===== src/ssr_params.svh =====
// constants of the status reporting block
`ifndef SSR_PARAMS_SVH
`define SSR_PARAMS_SVH
// ********************************
// part layout
// ********************************
`define SSR_PART_W      16
`define SSR_PART_MASK   16'h7fff
`define SSR_RISE_RST    16'h7fff
`define SSR_FALL_RST    16'h0000
`define SSR_MASK_RST    16'h0000
`define SSR_EVT_RST     16'h0000
`define SSR_REQ_RST     8'h00
`define SSR_ESE_RST     8'h00
// ********************************
// status byte bits
// ********************************
`define SSR_STB_ERR     2
`define SSR_STB_QUES    3
`define SSR_STB_MAV     4
`define SSR_STB_ESB     5
`define SSR_STB_MSS     6
`define SSR_STB_OPER    7
`define SSR_REQ_IGNORE  8'hbf
// ********************************
// register selection
// ********************************
`define SSR_SEL_OPER    1'b0
`define SSR_SEL_QUES    1'b1
`endif


===== src/ssr_pkg.sv =====
// types of the status reporting block
`default_nettype none
package ssr_pkg;
   typedef enum logic [3:0] {
      SSR_CMD_RD_COND  = 4'h0,
      SSR_CMD_RD_RISE  = 4'h1,
      SSR_CMD_WR_RISE  = 4'h2,
      SSR_CMD_RD_FALL  = 4'h3,
      SSR_CMD_WR_FALL  = 4'h4,
      SSR_CMD_RD_EVT   = 4'h5,
      SSR_CMD_RD_MASK  = 4'h6,
      SSR_CMD_WR_MASK  = 4'h7,
      SSR_CMD_RD_STB   = 4'h8,
      SSR_CMD_RD_REQ   = 4'h9,
      SSR_CMD_WR_REQ   = 4'ha,
      SSR_CMD_RD_ESE   = 4'hb,
      SSR_CMD_WR_ESE   = 4'hc
   } ssr_cmd_code_t;

   typedef struct packed {
      logic          valid;
      ssr_cmd_code_t code;
      logic          sel;
      logic [15:0]   data;
   } ssr_cmd_t;

   typedef struct packed {
      logic        valid;
      logic [15:0] data;
   } ssr_rsp_t;

   typedef struct packed {
      logic [1:0][15:0] cond;
      logic [1:0][15:0] rise;
      logic [1:0][15:0] fall;
      logic [1:0][15:0] evt;
      logic [1:0][15:0] mask;
      logic [7:0]       ese;
      logic [7:0]       req;
      logic [7:0]       stb;
      ssr_rsp_t         rsp;
      ssr_rsp_t         poll;
      logic             srq;
      logic [1:0]       sum;
   } ssr_state_t;
endpackage
`default_nettype wire


===== src/ssr_status_top.sv =====
// status reporting: two five-part registers, status byte, request mask
`timescale 1ns/1ps
`default_nettype none
`include "ssr_params.svh"
module ssr_status_top #(
   parameter int PART_W = 16
) (
   input  wire logic            sys_clk_i,
   input  wire logic            rst_i,
   input  wire ssr_pkg::ssr_cmd_t cmd_i,
   input  wire logic            poll_i,
   input  wire logic [15:0]     oper_cond_i,
   input  wire logic [15:0]     ques_cond_i,
   input  wire logic [7:0]      esr_events_i,
   input  wire logic            err_queue_busy_i,
   input  wire logic            msg_avail_i,
   output var  ssr_pkg::ssr_rsp_t rsp_o,
   output var  ssr_pkg::ssr_rsp_t poll_o,
   output logic [7:0]           stb_o,
   output logic                 srq_o,
   output logic                 oper_sum_o,
   output logic                 ques_sum_o
);
   // ********************************
   // elaboration check
   // ********************************
   generate
      if (PART_W != `SSR_PART_W) begin : g_bad_w
         $error("part width must be 16");
      end
   endgenerate

   // ********************************
   // state
   // ********************************
   ssr_pkg::ssr_state_t st_ff;
   ssr_pkg::ssr_state_t nxt_st;

   logic [1:0][15:0] live;
   logic [1:0][15:0] rise_edge;
   logic [1:0][15:0] fall_edge;
   logic [1:0]       sum_now;
   logic [7:0]       stb_now;
   logic [7:0]       req_eff;
   logic             esb;
   logic             is_oper;

   always_comb begin
      live[0] = oper_cond_i & `SSR_PART_MASK;
      live[1] = ques_cond_i & `SSR_PART_MASK;
      is_oper = (cmd_i.sel == `SSR_SEL_OPER);
      nxt_st  = st_ff;
      nxt_st.rsp.valid  = 1'b0;
      nxt_st.rsp.data   = 16'h0000;
      nxt_st.poll.valid = 1'b0;
      for (int i = 0; i < 2; i++) begin
         // same bit index in every part
         nxt_st.cond[i] = live[i];
         rise_edge[i] = live[i] & ~st_ff.cond[i] & st_ff.rise[i];
         fall_edge[i] = ~live[i] & st_ff.cond[i] & st_ff.fall[i];
         nxt_st.evt[i] = st_ff.evt[i];
         if (cmd_i.valid && cmd_i.code == ssr_pkg::SSR_CMD_RD_EVT &&
             cmd_i.sel == i[0]) begin
            nxt_st.evt[i] = `SSR_EVT_RST;
         end
         // new transitions set after the clear
         nxt_st.evt[i] = (nxt_st.evt[i] | rise_edge[i] | fall_edge[i])
                         & `SSR_PART_MASK;
         sum_now[i] = |(nxt_st.evt[i] & st_ff.mask[i]);
      end
      nxt_st.sum = sum_now;
      esb = |(esr_events_i & st_ff.ese);
      stb_now = 8'h00;
      stb_now[`SSR_STB_ERR]  = err_queue_busy_i;
      stb_now[`SSR_STB_QUES] = sum_now[1];
      stb_now[`SSR_STB_MAV]  = msg_avail_i;
      stb_now[`SSR_STB_ESB]  = esb;
      stb_now[`SSR_STB_OPER] = sum_now[0];
      req_eff = st_ff.req & `SSR_REQ_IGNORE;
      stb_now[`SSR_STB_MSS] = |(stb_now & req_eff);
      nxt_st.stb = stb_now;
      nxt_st.srq = |(stb_now & ~st_ff.stb & req_eff);
      if (poll_i) begin
         nxt_st.poll.valid = 1'b1;
         nxt_st.poll.data  = {8'h00, stb_now};
      end
      if (cmd_i.valid) begin
         nxt_st.rsp.valid = 1'b1;
         unique case (cmd_i.code)
            ssr_pkg::SSR_CMD_RD_COND:
               nxt_st.rsp.data = is_oper ? live[0] : live[1];
            ssr_pkg::SSR_CMD_RD_RISE:
               nxt_st.rsp.data = st_ff.rise[cmd_i.sel];
            ssr_pkg::SSR_CMD_WR_RISE: begin
               nxt_st.rise[cmd_i.sel] = cmd_i.data & `SSR_PART_MASK;
               nxt_st.rsp.valid = 1'b0;
            end
            ssr_pkg::SSR_CMD_RD_FALL:
               nxt_st.rsp.data = st_ff.fall[cmd_i.sel];
            ssr_pkg::SSR_CMD_WR_FALL: begin
               nxt_st.fall[cmd_i.sel] = cmd_i.data & `SSR_PART_MASK;
               nxt_st.rsp.valid = 1'b0;
            end
            ssr_pkg::SSR_CMD_RD_EVT:
               nxt_st.rsp.data = st_ff.evt[cmd_i.sel];
            ssr_pkg::SSR_CMD_RD_MASK:
               nxt_st.rsp.data = st_ff.mask[cmd_i.sel];
            ssr_pkg::SSR_CMD_WR_MASK: begin
               nxt_st.mask[cmd_i.sel] = cmd_i.data & `SSR_PART_MASK;
               nxt_st.rsp.valid = 1'b0;
            end
            ssr_pkg::SSR_CMD_RD_STB:
               nxt_st.rsp.data = {8'h00, stb_now};
            ssr_pkg::SSR_CMD_RD_REQ:
               nxt_st.rsp.data = {8'h00, st_ff.req};
            ssr_pkg::SSR_CMD_WR_REQ: begin
               nxt_st.req = cmd_i.data[7:0];
               nxt_st.rsp.valid = 1'b0;
            end
            ssr_pkg::SSR_CMD_RD_ESE:
               nxt_st.rsp.data = {8'h00, st_ff.ese};
            ssr_pkg::SSR_CMD_WR_ESE: begin
               nxt_st.ese = cmd_i.data[7:0];
               nxt_st.rsp.valid = 1'b0;
            end
            default: begin
               nxt_st.rsp.valid = 1'b0;
            end
         endcase
      end
   end

   always_ff @(posedge sys_clk_i) begin
      if (rst_i) begin
         st_ff      <= '0;
         st_ff.rise <= {2{`SSR_RISE_RST}};
         st_ff.fall <= {2{`SSR_FALL_RST}};
         st_ff.mask <= {2{`SSR_MASK_RST}};
         st_ff.req  <= `SSR_REQ_RST;
         st_ff.ese  <= `SSR_ESE_RST;
      end else begin
         st_ff <= nxt_st;
      end
   end

   // ********************************
   // outputs
   // ********************************
   assign rsp_o      = st_ff.rsp;
   assign poll_o     = st_ff.poll;
   assign stb_o      = st_ff.stb;
   assign srq_o      = st_ff.srq;
   assign oper_sum_o = st_ff.sum[0];
   assign ques_sum_o = st_ff.sum[1];
endmodule // ssr_status_top
`default_nettype wire


===== config.mk =====
export PLATFORM = sky130hd
export DESIGN_NAME = ssr_status_top
export DESIGN_NICKNAME = d
export VERILOG_FILES = /design/src/ssr_pkg.sv /design/src/ssr_status_top.sv
export VERILOG_INCLUDE_DIRS = /design/src
export SDC_FILE = /design/constraint.sdc
export NUM_CORES = 1
export LEC_CHECK = 0
export BUFFER_PORTS_ARGS = -buffer_cell sky130_fd_sc_hd__buf_4
export CAP_MARGIN = 40
export CORE_MARGIN = 2
export CORE_UTILIZATION = 63
export DETAILED_ROUTE_END_ITERATION = 8
export GPL_TIMING_DRIVEN = 0
export PLACE_DENSITY = 0.82
export SKIP_CTS_REPAIR_TIMING = 1
export SLEW_MARGIN = 40
export SYNTH_ARGS = -nofsm -noshare
export SYNTH_HDL_FRONTEND = slang
export SYNTH_SLANG_ARGS = --single-unit

===== constraint.sdc =====
create_clock -name sys_clk_i -period 4.4 [get_ports sys_clk_i]
set_input_delay 0.66 -clock sys_clk_i [delete_from_list [all_inputs] [get_ports sys_clk_i]]
set_output_delay 0.66 -clock sys_clk_i [all_outputs]
set_load 0.1 [all_outputs]

==> results_dict.tcl, run 1 <==
set metrics [dict create \
    cts_buffer_depth 2 \
    cp_max_fo 10 \
    hold_slack_ps 457 \
    drive_gt1_share_pct 16.7 \
    coreArea_um2 14000 \
    r2r_cells 7 \
    die_h_um 124 \
    via_per_inst 6.55 \
    drt-initial-drc-count 1452 \
    via_count 8799 \
    cts_tree "built" \
    drc 0 \
    hold_start "oper_cond_i[11]" \
    place.gp.congestion 0.993 \
    ys_types 50 \
    reg2reg_to "poll_o[6]$_SDFFE_PP0P_" \
    instances_no_fill 1343 \
    fill_cells 1073 \
    ys_seq_elements 196 \
    grt_pass1_vias 8161 \
    setup_viol 0 \
    cap_violations 0 \
    clk_pin_slew_ps 70 \
    start_util_pct 65.0 \
    dp_cells 1311 \
    yosysSeqAreaShare_pct 43.2 \
    max_freq_ghz 0.367 \
    crit_type "input pin to flip-flop" \
    nets 1217 \
    yosysTopAreaCellShare_pct 43.2 \
    clk_latency_ps 450 \
    r2r_start "st_ff[167]$_SDFFE_PP1P_" \
    grt_pass1_wl_um 47300 \
    syn_area_um2 9090 \
    syn_avg_cell_area_um2 8.82 \
    io_buffers 87 \
    hold_path_class "input pin to flip-flop" \
    arrival_ps 3100 \
    crit_required_ps 4770 \
    clockRootBuffer "clkbuf_16" \
    finalCriticalPeriod_ps 2730 \
    hold_viol_final 0 \
    area_growth_pct 17.2 \
    clock_sinks 196 \
    synthTopCellsByArea "dfxtp_1 (43%), mux2i_1 (10%), nand2_1 (4.7%), nor2b_1 (4.6%), nor2_1 (4.5%)" \
    maxSlewHeadroom_pct 35.4 \
    wl_per_cell_um 23.6 \
    grt.total_usage_pct 42.3 \
    yosys.area.top_type "dfxtp_1" \
    fp.dieArea_um2 15400 \
    whs_path_depth 2 \
    status "finished, final reports clean" \
    holdPathEnd "st_ff[200]$_SDFF_PP0_" \
    power_density_nw_per_um2 377 \
    rows 43 \
    netlist_instances 1031 \
    wirelength_um 31700 \
    setup_tns_ps 0 \
    rsz0062_at_grt "false" \
    r2r_setup_slack_ps 1780 \
    dp_hpwl_um 22600 \
    grt_overflow 0 \
    yosys_warnings 0 \
    io_pins 112 \
    endpoint_kind "flip-flop" \
    diodes 0 \
    grt_max_degree 17 \
    post-route-period-util_pct 62.0 \
    firstDrtPassIters 6 \
    tightest_slew_ps 969 \
    numCtsBuffers 17 \
    fin_skew_ps 7.94 \
    p_leak_nw 4.15 \
    antenna_found_initial 0 \
    drtAntennaViolNets 0 \
    die_w_um 124 \
    startpoint_type "input pin" \
    htreeDepth 4 \
    irDropWorstVdd_v 0.000320 \
    maxSlewViolCount 0 \
]
## cells in the final DEF (no fill, tap or decap), drive strengths merged, types with 19 or more instances in the layout
| cell type | netlist | final |
|---|---|---|
| nor2b | 68 | 68 |
| nand2 | 115 | 115 |
| mux2i | 94 | 94 |
| nand3b | 34 | 34 |
| a22oi | 20 | 20 |
| buf | 55 | 142 |
| a211o | 31 | 31 |
| o22ai | 19 | 19 |
| nor2 | 108 | 108 |
| clkbuf | 52 | 73 |
| o21ai | 32 | 32 |
| a21oi | 63 | 63 |
| dfxtp | 196 | 196 |
## per-stage QoR
stage | power (W) | setup slack (ps) | utilization, % | cell area [um^2]
2_1_floorplan | 0.00223 | 2010 | - | 9140
3_3_place_gp | 0.00239 | 770 | 71.6 | 10000
3_5_place_dp | 0.00240 | 1410 | 71.8 | 10000
4_1_cts | 0.00398 | 1840 | 76.1 | 10700
5_1_grt | 0.00409 | 1610 | 76.2 | 10700
6_report | 0.00402 | 1670 | 76.2 | 10700
## final cells by class
class	instances	area, um^2	share of cell area, %
buffer	107	574	5.39
timing repair buffer	88	658	6.18
inverter	10	37.5	0.352
sequential	196	3920	36.8
multi-input combinational	730	4630	43.4
clock inverter	12	151	1.42
tap	180	225	2.11
clock buffer	20	457	4.29
## critical path, cell delays in order
cell	delay, ps
buf_4	110
clkbuf_1	340
nand2_1	130
nor3_1	390
clkbuf_1	660
a22oi_1	200
nand2_1	190
o21ai_0	180
a21oi_1	240
## synthesized netlist by cell type (all sizes together)
master,instances
mux2i,94
a211oi,6
o221a,1
or3,4
a21oi,63
nor2b,68
a2111oi,2
nand4b,16
a311o,1
o22ai,19
o21ai,32
a221oi,12
nor2,108
a22oi,20
o221ai,1
and4,1
nand4,4
dfxtp,196
o41a,1
or3b,2
nor3,5
a222oi,16
and3b,2
nand2,115
buf,55
inv,10
a31oi,8
o2111ai,6
nand2b,5
a21boi,2
nand3b,34
or2,5
mux2,3
nor3b,2
clkbuf,52
a221o,1
nand3,9
nor4,6
and3,5
o31a,1
or4,2
conb,1
a211o,31
a22o,4
## power breakdown
group / total (W) / internal [W] / switching, W
Combinational: 0.000504 / 0.000160 / 0.000344
Sequential: 0.00188 / 0.00183 / 0.0000520
Clock: 0.00163 / 0.000927 / 0.000705
## worst max-delay path by stage
stage	start	to	slack [ps]
after floorplan	oper_cond_i[7]	poll_o[6]$_SDFFE_PP0P_	2010
after global placement	cmd_i[17]	rsp_o[5]$_SDFF_PP0_	770
after detailed placement	cmd_i[18]	rsp_o[11]$_SDFF_PP0_	1410
after CTS	cmd_i[18]	rsp_o[5]$_SDFF_PP0_	1840
after global routing	cmd_i[18]	rsp_o[11]$_SDFF_PP0_	1610
final	cmd_i[18]	rsp_o[5]$_SDFF_PP0_	1670
## routing by layer
metal,track usage [%],up-vias,routed length (um)
li1,-,3884,-
met1,56.8,4060,11900
met2,62.0,716,13500
met3,12.3,139,4800
met4,21.0,0,1600
met5,0,-,0
## logic make-up after synthesis
group,synth area share [%]
muxes,10.7
buffers and inverters,6.72
DFF,43.2
other,0.0413
and+or+nand+nor,22.0
AOI/OAI and AO/OA,17.4
## flip-flops by register name, indices dropped and copies added, names as in the netlist
register,count
oper_sum_o,1
poll_o,7
req_eff,7
rsp_o,16
srq_o,1
st_ff,159
stb_o,5
Power figures use the tool's default switching activity.
==> run 2, diff against run 1 <==
--- a/config.mk
+++ b/config.mk
@@ -9,10 +9,10 @@
 export BUFFER_PORTS_ARGS = -buffer_cell sky130_fd_sc_hd__buf_4
 export CAP_MARGIN = 40
 export CORE_MARGIN = 2
-export CORE_UTILIZATION = 63
+export CORE_UTILIZATION = 58
 export DETAILED_ROUTE_END_ITERATION = 8
 export GPL_TIMING_DRIVEN = 0
-export PLACE_DENSITY = 0.82
+export PLACE_DENSITY = 0.76
 export SKIP_CTS_REPAIR_TIMING = 1
 export SLEW_MARGIN = 40
 export SYNTH_ARGS = -nofsm -noshare
==> constraint.sdc (replaced) <==
create_clock -name sys_clk_i -period 2.8 [get_ports sys_clk_i]
set_input_delay 0.42 -clock sys_clk_i [delete_from_list [all_inputs] [get_ports sys_clk_i]]
set_output_delay 0.42 -clock sys_clk_i [all_outputs]
set_load 0.1 [all_outputs]
==> run 2 against run 1 <==
The flow now finishes with violations (design-rule violations); via count down 0.55%; core utilization fell by 5.3 points; non-clock buffer count stayed put; combinational power increased by 58%; design area is 1.5% higher; clock-buffer cell count grew 1; critical path depth did not move; flip-flop and latch count unchanged; register-to-register slack got worse by 1400 ps; sequential power grew 57%; first-iteration DRC count up 6.5%.
==> results_dict.tcl, run 2 (synthesized netlist as in run 1, its figures left out) <==
set metrics [dict create \
    finalPower_w 0.00673 \
    finalWorstSetupSlack_ps 339 \
    p_leak_nw 4.21 \
    irDropWorstVdd_v 0.000585 \
    antenna_found_initial 0 \
    r2r_start "st_ff[194]$_SDFF_PP0_" \
    startpoint_type "input pin" \
    finalCriticalPeriod_ps 2460 \
    clockRootBuffer "clkbuf_16" \
    cap_violations 0 \
    violations "design-rule violations" \
    crit_type "input pin to flip-flop" \
    max_flop_register "st_ff" \
    dp_cells 1342 \
    clk_pin_slew_ps 70 \
    tightest_slew_ps 956 \
    post-route-period-util_pct 87.9 \
    wl_per_cell_um 23.2 \
    maxSlewViolCount 0 \
    via_count 8751 \
    firstDrtPassIters 9 \
    cts_tree "built" \
    grt_pass1_vias 7856 \
    fin_skew_ps 7.69 \
    rows 45 \
    drtAntennaViolNets 0 \
    status "finished with violations" \
    die_w_um 129 \
    arrival_ps 2830 \
    clock_sinks 196 \
    setup_viol 0 \
    setup_tns_ps 0 \
    coreArea_um2 15300 \
    dp_hpwl_um 22600 \
    diodes 0 \
    fp.dieArea_um2 16700 \
    power_density_nw_per_um2 622 \
    clk_latency_ps 440 \
    hold_start "ques_cond_i[10]" \
    place.gp.congestion 1.00 \
    wirelength_um 31900 \
    drc 2 \
    crit_required_ps 3170 \
    numCtsBuffers 17 \
    htreeDepth 4 \
    grt.total_usage_pct 37.8 \
    io_pins 112 \
    via_per_inst 6.37 \
    grt_pass1_wl_um 46300 \
    io_buffers 87 \
    rsz0062_at_grt "false" \
    cts_buffer_depth 2 \
    area_growth_pct 18.9 \
    nets 1217 \
    die_h_um 129 \
    start_util_pct 59.6 \
    instances_no_fill 1374 \
    cp_max_fo 10 \
    hold_viol_final 0 \
    layout_common_cells "dfxtp_1 (196), buf_4 (129), nand2_1 (115)" \
    maxSlewHeadroom_pct 36.3 \
    endpoint_kind "flip-flop" \
    drt-initial-drc-count 1546 \
    layout_commonest_cell "dfxtp_1" \
    startpoint "cmd_i[18]" \
    largest_reg_flops 159 \
    hold_path_class "input pin to flip-flop" \
    drive_gt1_share_pct 16.9 \
    max_freq_ghz 0.406 \
    pre_cts_ws_ps 45.2 \
    hold_slack_ps 216 \
    grt_overflow 0 \
    grt_max_degree 17 \
]
## run 2: cell count changes in the layout (fill, tap and decap cells not counted), sizes merged
cell | previous run | this run
clkinvlp | 1 | 0
inv | 13 | 12
clkinv | 5 | 2
buf | 142 | 143
bufinv | 3 | 7
## run 2: where the power goes
part           internal, W  switching (W)
Combinational     0.000252       0.000542
Sequential         0.00287      0.0000804
Clock              0.00187        0.00111
Total              0.00500        0.00173
## run 2: metal layers
metal,track usage (%),wire length [um]
met5,0,0
met4,15.1,1230
met3,11.7,4350
met1,50.6,12300
met2,57.1,14000
## run 2: path summary, 6_finish.rpt
check | end | slack, ps | cells past startpoint
max | rsp_o[5]$_SDFF_PP0_ | 340 | 9
min reg2reg | st_ff[127]$_SDFFE_PP0P_ | 480 | 2
max reg2reg | poll_o[6]$_SDFFE_PP0P_ | 360 | 7
min | st_ff[215]$_SDFF_PP0_ | 220 | 2
## run 2: stage by stage
step	cell area [um^2]	utilization [%]
2_1_floorplan	9140	-
3_3_place_gp	10100	65.9
3_5_place_dp	10100	66.1
4_1_cts	10800	70.8
5_1_grt	10800	70.8
6_report	10800	70.8
## run 2: cell type report
type                    count  area, um^2
clock buffers              21         480
inverters                  10        37.5
fillers                  1258        4450
well taps                 211         264
multi-input cells         730        4630
flip-flops and latches    196        3920
clock inverters            11         241
plain buffers             107         576
repair buffers             88         658
## run 2: critical path, cell delays in order
cell,delay [ps]
buf_4,110
clkbuf_1,360
nand2_1,130
nor3_1,380
clkbuf_1,640
a22oi_1,190
nand2_1,200
o21ai_0,180
a21oi_1,220
